**src/include/nrin_pkg.sv**
```systemverilog
/*
 Constants, register map and state types for the relay and input node.
 Assumes a single 125 MHz clock and an AHB-Lite register bus.
*/
package nrin_pkg;
    // Register byte offsets
    localparam logic [7:0] NRIN_WORD_OFS = 8'h00;
    localparam logic [7:0] NRIN_BITS_OFS = 8'h04;
    localparam logic [7:0] NRIN_NODE_OFS = 8'h08;
    localparam logic [7:0] NRIN_STAT_OFS = 8'h0C;
    // Status register field positions
    localparam int NRIN_STAT_RPT_LSB = 16;
    localparam int NRIN_STAT_SVC_BIT = 20;
    localparam int NRIN_STAT_RUN_BIT = 21;
    localparam int NRIN_STAT_INIT_BIT = 22;
    localparam int NRIN_STAT_BTN_BIT = 23;
    // Timing
    localparam int NRIN_CLK_HZ = 125_000_000;
    localparam int NRIN_TICK_MS = 100;
    localparam int NRIN_TICK_CYCLES = NRIN_CLK_HZ / 1000 * NRIN_TICK_MS;
    localparam int NRIN_BLINK_MS = 1000;
    localparam int NRIN_BLINK_TICKS = NRIN_BLINK_MS / NRIN_TICK_MS;
    localparam int NRIN_FLASH_PERIOD_MS = 2500;
    localparam int NRIN_FLASH_TICKS = NRIN_FLASH_PERIOD_MS / NRIN_TICK_MS;
    localparam int NRIN_RELAY_RESET_MS = 50;
    localparam int NRIN_RELAY_HOLD_CYCLES = NRIN_CLK_HZ / 1000 * NRIN_RELAY_RESET_MS;

    typedef enum logic [1:0] {
        NRIN_INIT = 2'b01,
        NRIN_RUN = 2'b10
    } nrin_phase_t;

    // Node condition, written by the node firmware
    typedef struct packed {
        logic wd_fault;
        logic app_error;
        logic installed;
        logic app_present;
        logic running;
    } nrin_node_t;

    typedef struct packed {
        nrin_phase_t phase;
        logic [31:0] hold_cnt;
        logic [15:0] word;
        logic [16:0] bits;
        nrin_node_t node;
        logic [1:0] svc_s;
        logic [1:0] rst_s;
        logic [1:0][3:0] in_s;
        logic rst_prev;
        logic [31:0] tick_cnt;
        logic [4:0] flash_cnt;
        logic [3:0] blink_cnt;
        logic blink;
        logic d_act;
        logic d_write;
        logic [7:0] d_addr;
        logic [15:0] relay_drive;
        logic relay_reset_all;
        logic relay_update;
        logic [3:0] report;
        logic svc_led;
        logic run_led;
        logic restart;
        logic [31:0] rdata;
    } nrin_state_t;

    localparam nrin_state_t NRIN_STATE_RST = '{
        phase: NRIN_INIT,
        svc_s: 2'h3,
        rst_s: 2'h3,
        rst_prev: 1'b1,
        relay_reset_all: 1'b1,
        default: '0
    };
endpackage

```
**src/nrin_node.sv**
```systemverilog
/*
 Relay and input node: AHB-Lite register slave, latching relay drive,
 customer input reporting, service and run indicator patterns.
 Assumes buttons and contact inputs are asynchronous active-low pins and
 that node firmware reports its condition through the node register.
*/
// Decided for this implementation: the AHB-Lite interface to the registers and the register offsets.
// What this block does
// RULE1 - Held service button lights service indicator
// RULE2 - Restart button pulses processor restart once
// RULE3 - Installed with application: service indicator dark
// RULE4 - No application or error: indicator steady
// RULE5 - Uninstalled application: indicator blinks one second
// RULE6 - Watchdog fault: brief flash every 2.5s
// RULE7 - Running application: run indicator blinks
// RULE8 - Closed contact reports one, open zero
// RULE9 - Command update drives affected relay
// RULE10 - Word bit n drives relay n+1
// RULE11 - Relay command is word OR bit
// RULE12 - Bit array index zero is ignored
// RULE13 - Word takes 16 bits, elements one bit
// RULE14 - Power-up resets relays before commanded state
// RULE15 - Prescaler timing, indicator pattern by priority
module nrin_node
    import nrin_pkg::*;
#(
    parameter int TICK_CYCLES = NRIN_TICK_CYCLES,
    parameter int HOLD_CYCLES = NRIN_RELAY_HOLD_CYCLES
)
(
    // Clock, reset, enable
    input wire logic hclk,
    input wire logic hresetn,
    input wire logic ce,
    // AHB-Lite slave
    input wire logic hsel,
    input wire logic [7:0] haddr,
    input wire logic [1:0] htrans,
    input wire logic hwrite,
    input wire logic [2:0] hsize,
    input wire logic [31:0] hwdata,
    input wire logic hready,
    output logic hreadyout,
    output logic hresp,
    output logic [31:0] hrdata,
    // Pins
    input wire logic service_button_n,
    input wire logic restart_button_n,
    input wire logic [3:0] customer_input_n,
    // Node outputs
    output logic [15:0] relay_drive,
    output logic relay_reset_all,
    output logic relay_update,
    output logic [3:0] customer_input_report,
    output logic service_indicator,
    output logic run_indicator,
    output logic processor_restart
);
    nrin_state_t st;
    nrin_state_t next_st;
    logic pressed;
    logic wrap;
    logic [15:0] cmd;

    function automatic logic [31:0] reg_read(input logic [7:0] a, input nrin_state_t s);
        logic [31:0] r;
        r = '0;
        if (a == NRIN_WORD_OFS)
        begin
            r[15:0] = s.word;
        end
        else if (a == NRIN_BITS_OFS)
        begin
            r[16:0] = s.bits;
        end
        else if (a == NRIN_NODE_OFS)
        begin
            r[4:0] = s.node;
        end
        else if (a == NRIN_STAT_OFS)
        begin
            r[15:0] = s.relay_drive;
            r[NRIN_STAT_RPT_LSB +: 4] = s.report;
            r[NRIN_STAT_SVC_BIT] = s.svc_led;
            r[NRIN_STAT_RUN_BIT] = s.run_led;
            r[NRIN_STAT_INIT_BIT] = s.relay_reset_all;
            r[NRIN_STAT_BTN_BIT] = !s.svc_s[1];
        end
        return r;
    endfunction

    always_comb
    begin
        next_st = st;
        pressed = !st.svc_s[1];
        wrap = st.tick_cnt == 32'(TICK_CYCLES - 1);
        cmd = st.word | st.bits[16:1]; // RULE11 RULE12 RULE10
        // Synchronisers: first stage feeds only the second
        next_st.svc_s = {st.svc_s[0], service_button_n};
        next_st.rst_s = {st.rst_s[0], restart_button_n};
        next_st.in_s = {st.in_s[0], customer_input_n};
        next_st.report = ~st.in_s[1]; // RULE8
        // Restart on the falling edge of the debounced-free button level
        next_st.rst_prev = st.rst_s[1];
        next_st.restart = st.rst_prev && !st.rst_s[1]; // RULE2
        // Bus data phase; zero wait, always OKAY
        if (st.d_act && st.d_write)
        begin
            if (st.d_addr == NRIN_WORD_OFS)
            begin
                next_st.word = hwdata[15:0]; // RULE13
            end
            else if (st.d_addr == NRIN_BITS_OFS)
            begin
                next_st.bits = hwdata[16:0]; // RULE13
            end
            else if (st.d_addr == NRIN_NODE_OFS)
            begin
                next_st.node = nrin_node_t'(hwdata[4:0]);
            end
        end
        // A restarted processor is no longer running; this beats a write
        if (next_st.restart)
        begin
            next_st.node.running = 1'b0;
        end
        next_st.d_act = 1'b0;
        if (hsel && hready && htrans[1])
        begin
            next_st.d_act = hsize == 3'h2;
            next_st.d_write = hwrite;
            next_st.d_addr = {haddr[7:2], 2'h0};
            next_st.rdata = hwrite ? 32'h0 : reg_read({haddr[7:2], 2'h0}, next_st);
        end
        // Prescaler for all indicator timing
        next_st.tick_cnt = wrap ? 32'h0 : st.tick_cnt + 32'h1; // RULE15
        if (wrap)
        begin
            next_st.blink_cnt = st.blink_cnt + 4'h1;
            if (st.blink_cnt == 4'(NRIN_BLINK_TICKS - 1))
            begin
                next_st.blink_cnt = 4'h0;
                next_st.blink = !st.blink; // RULE5 RULE7
            end
            next_st.flash_cnt = st.flash_cnt + 5'h1;
            if (st.flash_cnt == 5'(NRIN_FLASH_TICKS - 1))
            begin
                next_st.flash_cnt = 5'h0;
            end
        end
        // Service indicator priority
        if (pressed)
        begin
            next_st.svc_led = 1'b1; // RULE1
        end
        else if (st.node.wd_fault)
        begin
            next_st.svc_led = st.flash_cnt == 5'h0; // RULE6
        end
        else if (!st.node.app_present || st.node.app_error)
        begin
            next_st.svc_led = 1'b1; // RULE4
        end
        else if (!st.node.installed)
        begin
            next_st.svc_led = st.blink; // RULE5
        end
        else
        begin
            next_st.svc_led = 1'b0; // RULE3
        end
        next_st.run_led = st.node.running && st.blink; // RULE7
        // Latching relays: reset all first, then follow commands
        next_st.relay_update = 1'b0;
        case (st.phase)
            NRIN_INIT:
            begin
                next_st.relay_drive = 16'h0; // RULE14
                next_st.relay_reset_all = 1'b1;
                next_st.hold_cnt = st.hold_cnt + 32'h1;
                if (st.hold_cnt == 32'(HOLD_CYCLES - 1))
                begin
                    next_st.phase = NRIN_RUN;
                    next_st.relay_reset_all = 1'b0;
                end
            end
            NRIN_RUN:
            begin
                next_st.relay_drive = cmd; // RULE9
                next_st.relay_update = cmd != st.relay_drive;
            end
            default:
            begin
                next_st.phase = NRIN_INIT;
            end
        endcase
    end

    // Clock enable low freezes every flop, bus answers included
    always_ff @(posedge hclk or negedge hresetn)
    begin
        if (!hresetn)
        begin
            st <= NRIN_STATE_RST;
        end
        else if (ce)
        begin
            st <= next_st;
        end
    end

    assign hreadyout = !st.d_act || st.d_act;
    assign hresp = st.d_act && !st.d_act;
    assign hrdata = st.rdata;
    assign relay_drive = st.relay_drive;
    assign relay_reset_all = st.relay_reset_all;
    assign relay_update = st.relay_update;
    assign customer_input_report = st.report;
    assign service_indicator = st.svc_led;
    assign run_indicator = st.run_led;
    assign processor_restart = st.restart;
endmodule

```
**config.mk**
```make
export PLATFORM = sky130hd
export DESIGN_NAME = nrin_node
export DESIGN_NICKNAME = d
export VERILOG_FILES = /design/src/include/nrin_pkg.sv /design/src/nrin_node.sv
export SDC_FILE = /design/constraint.sdc
export NUM_CORES = 1
export LEC_CHECK = 0
export ABC_CLOCK_PERIOD_IN_PS = 3400
export BUFFER_PORTS_ARGS = -buffer_cell sky130_fd_sc_hd__buf_2
export CORE_ASPECT_RATIO = 0.6
export CORE_MARGIN = 1.5
export CORE_UTILIZATION = 50
export DETAILED_ROUTE_END_ITERATION = 8
export PLACE_DENSITY = 0.7
export SLEW_MARGIN = 20
export SYNTH_ARGS = -nofsm -noshare
export SYNTH_HDL_FRONTEND = slang
export SYNTH_SLANG_ARGS = --single-unit
```
**constraint.sdc**
```tcl
create_clock -name hclk -period 3.4 [get_ports hclk]
set_input_delay 0.85 -clock hclk [delete_from_list [all_inputs] [get_ports hclk]]
set_output_delay 0.85 -clock hclk [all_outputs]
set_load 0.02 [all_outputs]
```
Word-level counts from Yosys, hierarchy flattened --
Cells that the tools add are included.
Word-level totals: register bits after elaboration 192, input bits 57, output and inout port bits 59
Operators by class: equal/unequal tests 14, bitwise gates (word level) 3, add/subtract/negate cells 4, reductions and logical operators 20, mux-type cells 28
Operators with widths (number):
- 32-bit by 1-bit adder with 32-bit output (second input constant) | 2
- 24-bit 2-to-1 mux | 2
- 38-bit 2-to-1 mux | 1
- 17-bit 2-to-1 mux | 2
- 32-bit by 23-bit == test with 1-bit output (second input constant) | 1
- 32-bit by 24-bit == test with 1-bit output (second input constant) | 1
- 16-bit 2-to-1 mux | 2
- 32-bit 2-to-1 mux | 1
- 16-bit one-hot mux with 2 select lines | 1
- 5-bit 2-to-1 mux | 5
- 22-bit 2-to-1 mux | 1
- 19-bit 2-to-1 mux | 1
- 6-bit by 2-bit == test with 1-bit output (second input constant) | 3
- 16-bit inequality test | 1
- 16-bit bitwise OR | 1
- 6-bit by 1-bit == test with 1-bit output (second input constant) | 2
- 10-bit 2-to-1 mux | 1
- 8-bit logical NOT | 1
- 8-bit 2-to-1 mux | 1
- 2-bit AND reduction | 4
- 1-bit 2-to-1 mux | 7
- 7-bit 2-to-1 mux | 1
- 6-bit logical NOT | 1
- 3-bit AND reduction | 2
- other kinds (17) | 24

Depth between registers and ports, before layout --
depth in word-level cells 10, gate-level depth with buffers 7, gate-level depth less buffers 7

Worst setup path after synthesis --
OpenSTA, ideal clock, no wires.
path kind input port to flip-flop, start point input port haddr[5], end point register st, in the netlist hrdata[11], setup time 122 ps, buffers on the path 1, arrival 2088 ps, slack 1191 ps, stages 5, path through or4_4 nor3_4 buf_2 o21ai_0 a32o_1
On the way: cells in the longest elaborated chain, start to end 6, elaborated cells between the ends (all ways) 9, classes of those cells eq/ne: 3; mux: 5; reduce/logical: 1
Ends and longest elaborated chain:
- start: declaration | RTL line nrin_node.sv:37 | input wire logic [7:0] haddr,
- 6-bit by 2-bit == test with 1-bit output | RTL line nrin_node.sv:80 | else if (a == NRIN_STAT_OFS)
- 24-bit 2-to-1 mux | RTL line nrin_node.sv:80
- 19-bit 2-to-1 mux | RTL line nrin_node.sv:76 | else if (a == NRIN_NODE_OFS)
- 17-bit 2-to-1 mux | RTL line nrin_node.sv:72 | else if (a == NRIN_BITS_OFS)
- 16-bit 2-to-1 mux (*) | RTL line nrin_node.sv:68 | if (a == NRIN_WORD_OFS)
- 24-bit 2-to-1 mux (*) | RTL line nrin_node.sv:133 | next_st.rdata = hwrite ? 32'h0 : reg_read({haddr[7:2], 2'h0}, next_st);
- end signal: assignment | RTL line nrin_node.sv:208 | st <= next_st;
- end: declaration | RTL line nrin_node.sv:59 | nrin_state_t st;
Mark *: on every way between the ends. The rest lies on a longest branch, timed or not. A chain may end at the register's enable or synchronous reset.

Final worst setup path --
start point register st[62] in the netlist's numbering, end point register st[136] in the netlist's numbering
On the way: cells in the longest elaborated chain, start to end 4, elaborated cells between the ends (all ways) 5, classes of those cells eq/ne: 1; mux: 3; reduce/logical: 1
Ends and longest elaborated chain:
- 6-bit by 1-bit == test with 1-bit output | RTL line nrin_node.sv:113 | else if (st.d_addr == NRIN_BITS_OFS)
- 17-bit 2-to-1 mux | RTL line nrin_node.sv:113
- 22-bit 2-to-1 mux (*) | RTL line nrin_node.sv:109 | if (st.d_addr == NRIN_WORD_OFS)
- 38-bit 2-to-1 mux (*) | RTL line nrin_node.sv:107 | if (st.d_act && st.d_write)
Marks and branches as above.

==> reports/qor.yml <==
outcome:
  status: "finished clean"
clock_tree:
  holdBufCountCts: 0
  root_buffer: "clkbuf_16"
  post_cts_resized: 0
  insertion_delay_ps: 440
  cts_inserted_buffers: 17
  cts_tree: "yes"
  clkTransAtPathRegs_ps: 70
  cts.htree.levels: 4
  cts_sinks: 184
  post-cts-setup-buffers: 0
  clockBufferDepth: 2
sta:
  whs_ps: 451
  fin_skew_ps: 11.7
  setup_tns_ps: 0
  setup_violations: 0
  tightestPinTransition_ps: 905
  fmax_mhz: 397
  min_period_ps: 2520
  setup_slack_ps: 881
  slew_violations: 0
  rsz0062_at_grt: "false"
  slew_headroom: 0.396
  finalHoldViolCount: 0
  finalCritPeriodShare: 0.741
drt:
  first_pass_iters: 6
  first_iter_violations: 678
  vias: 6793
  antenna_left: 0
  drt-total-wl_um: 22000
  avgViaCountPerCell: 5.79
  drcViolationCount: 0
  routedWlPerCell_um: 18.7
worst_setup_path:
  required_ps: 3720
  path_max_fanout: 17
  worstSetupPathType: "reg2reg"
  crit_buf_inv: 0
  max_stage_delay_ps: 830
  cp_top_family: "simple AND/OR/NAND/NOR gates"
  crit_path_cell_trace: "nor4bb_4 -> nand3_2 -> mux2_2"
  crit_path_top_delay_cell: "nor4bb_4"
  crit_arrival_ps: 2840
  crit_path_start_kind: "flop"
  critPathCaptureType: "flop"
power_and_ir_drop:
  p_int_mw: 3.59
  combPwrFrac: 0.102
  cellPowerDensity_mw_per_mm2: 478
  power_mw: 4.99
  p_sw_frac: 0.281
  clkPwrFrac: 0.395
  p_sw_mw: 1.40
  leakage_nw: 4.93
  power_frac_seq: 0.503
  ir_drop_mv: 0.396
logic_synthesis:
  synth_warnings: 0
  synth_area_sq_mm: 0.00951
  ys.flop_type: "dfrtp_1"
  syn_avg_cell_area_sq_um: 10.8
  synth-seq-cells: 184
  synth_async_sr_flop_share: 1.00
  ys_seq_area_frac: 0.485
  synth_edf_count: 0
  synth.distinct_cells: 71
  syn_inst: 879
finish:
  final_area_sq_mm: 0.0104
  nets: 983
  drive_gt1_frac: 0.251
  area_growth_pct: 9.72
  n_antenna_cell: 0
  fillers: 1577
place:
  dpl_worst_slack_ps: 699
  hpwlAfterDp_um: 15500
  numPortBuffers: 87
  gp_congestion: 0.820
  placed_cell_area_sq_mm: 0.00985
global_route:
  grt_pass1_wl_um: 35500
  grt_start_max_net_pins: 83
  grt_pass1_vias: 6377
  grt_overflow: 0
  antenna_found_initial: 0
  grt_use_total: 0.234
min_path:
  worstHoldPathType: "in2async"
die:
  rows: 38
  fp.dieW_um: 181
  io-pin-count: 116
  core_sq_mm: 0.0184
  floorplan.initialDensity: 0.518
  fp.dieArea_sq_mm: 0.0199
  die_height_um: 110
flow_run:
  cap_violations: 0
[per-layer routing]
metal	track usage	routed length, um	share of wire	up-vias
met2	0.316	8860	0.40	197
met1	0.372	11600	0.53	3409
met4	0.0583	249	0.011	0
met5	0	0	0	-
met3	0.0510	1270	0.058	23
li1	-	-	-	3164
[sequential cells by signal (all words and copies together), names as in the netlist, 4 cells and up]
signal	count
next_st	7
hrdata	24
relay_drive	16
st	128
customer_input_report	4
[metrics by stage]
step,std cells,utilization
2_1_floorplan,887,-
3_3_place_gp,1141,0.537
3_5_place_dp,1141,0.537
4_1_cts,1173,0.569
5_1_grt,1173,0.569
6_report,1173,0.569
[kinds of logic (layout without fill, tap and decap cells)]
kind of cell | count (synthesis) | in the layout | synth area share
simple gates | 287 | 287 | 0.177
buf+inv | 109 | 155 | 0.0712
fa+ha+maj | 6 | 6 | 0.00789
other cells | 2 | 10 | 0.000790
compound gates | 132 | 132 | 0.0931
flops | 184 | 184 | 0.485
mux | 80 | 80 | 0.0921
xor+xnor | 79 | 79 | 0.0728
[cells in the mapped netlist (6+ instances only)]
cell type / number / area share
o21ai_1: 6 / 0.0032
clkbuf_1: 11 / 0.0043
a21oi_1: 31 / 0.016
ha_1: 6 / 0.0079
a22o_1: 19 / 0.017
o21ai_0: 37 / 0.019
nand2_1: 50 / 0.020
nor4b_1: 6 / 0.0055
nand3_1: 45 / 0.024
mux2i_1: 20 / 0.021
mux2_2: 60 / 0.071
nor2b_1: 7 / 0.0046
xor2_1: 35 / 0.032
nor4_1: 8 / 0.0053
nor2_1: 76 / 0.030
a32o_1: 15 / 0.016
and3_1: 11 / 0.0072
and4_1: 9 / 0.0083
xnor2_1: 44 / 0.041
inv_1: 18 / 0.0071
dfstp_2: 7 / 0.019
buf_2: 12 / 0.0063
dfrtp_1: 177 / 0.47
buf_4: 57 / 0.045
nand4_1: 26 / 0.017
[cell type report]
type	instances	area, sq um	area share
clock buffers	17	425	0.0408
repair buffers	105	604	0.0579
multi-input cells	594	4270	0.409
flip-flops and latches	184	4610	0.442
clock inverters	15	159	0.0152
inverters	18	67.6	0.00647
well taps	240	300	0.0288
[power groups by stage]
stage          Clock (mW)  Sequential, mW  Combinational (mW)
6_report             1.97            2.51               0.509
5_1_grt              2.09            2.53               0.569
4_1_cts              2.01            2.50               0.512
3_5_place_dp            0            2.54               0.509
3_3_place_gp            0            2.54               0.497
2_1_floorplan           0            2.49               0.381
[path summary, 6_finish.rpt]
| check | start | endpoint | slack [ps] | depth (start not counted) |
|---|---|---|---|---|
| hold reg to reg | st[180] | st[180] | 470 | 1 |
| setup / recovery | st[62] | st[136] | 880 | 3 |
| max in group asynchronous | hresetn | st[192] | 2140 | 2 |
| min in group hclk | st[180] | st[180] | 470 | 1 |
| setup reg to reg | st[62] | st[136] | 880 | 3 |
| hold / removal | hresetn | st[148] | 450 | 1 |
[cell usage in the layout (no fill, tap or decap), types with 4 or more instances in the layout]
master,n
nor4_1,8
a21o_1,4
ha_1,6
inv_1,18
and4_1,9
o21ai_0,37
o21ai_1,6
a22o_1,19
xor2_1,35
nand2_1,50
buf_4,16
xnor2_1,44
nor2_1,76
a32o_1,15
nor4b_1,6
nand3_1,45
dfrtp_1,177
nor4_2,5
dfstp_2,7
mux2i_1,20
clkbuf_16,17
a21oi_1,31
nor2b_1,7
mux2_2,60
nand2b_1,5
and3_1,11
buf_2,86
nor3_1,5
inv_8,5
nand4_1,26
conb_1,10
No activity file was read; power rests on OpenSTA's default activity.
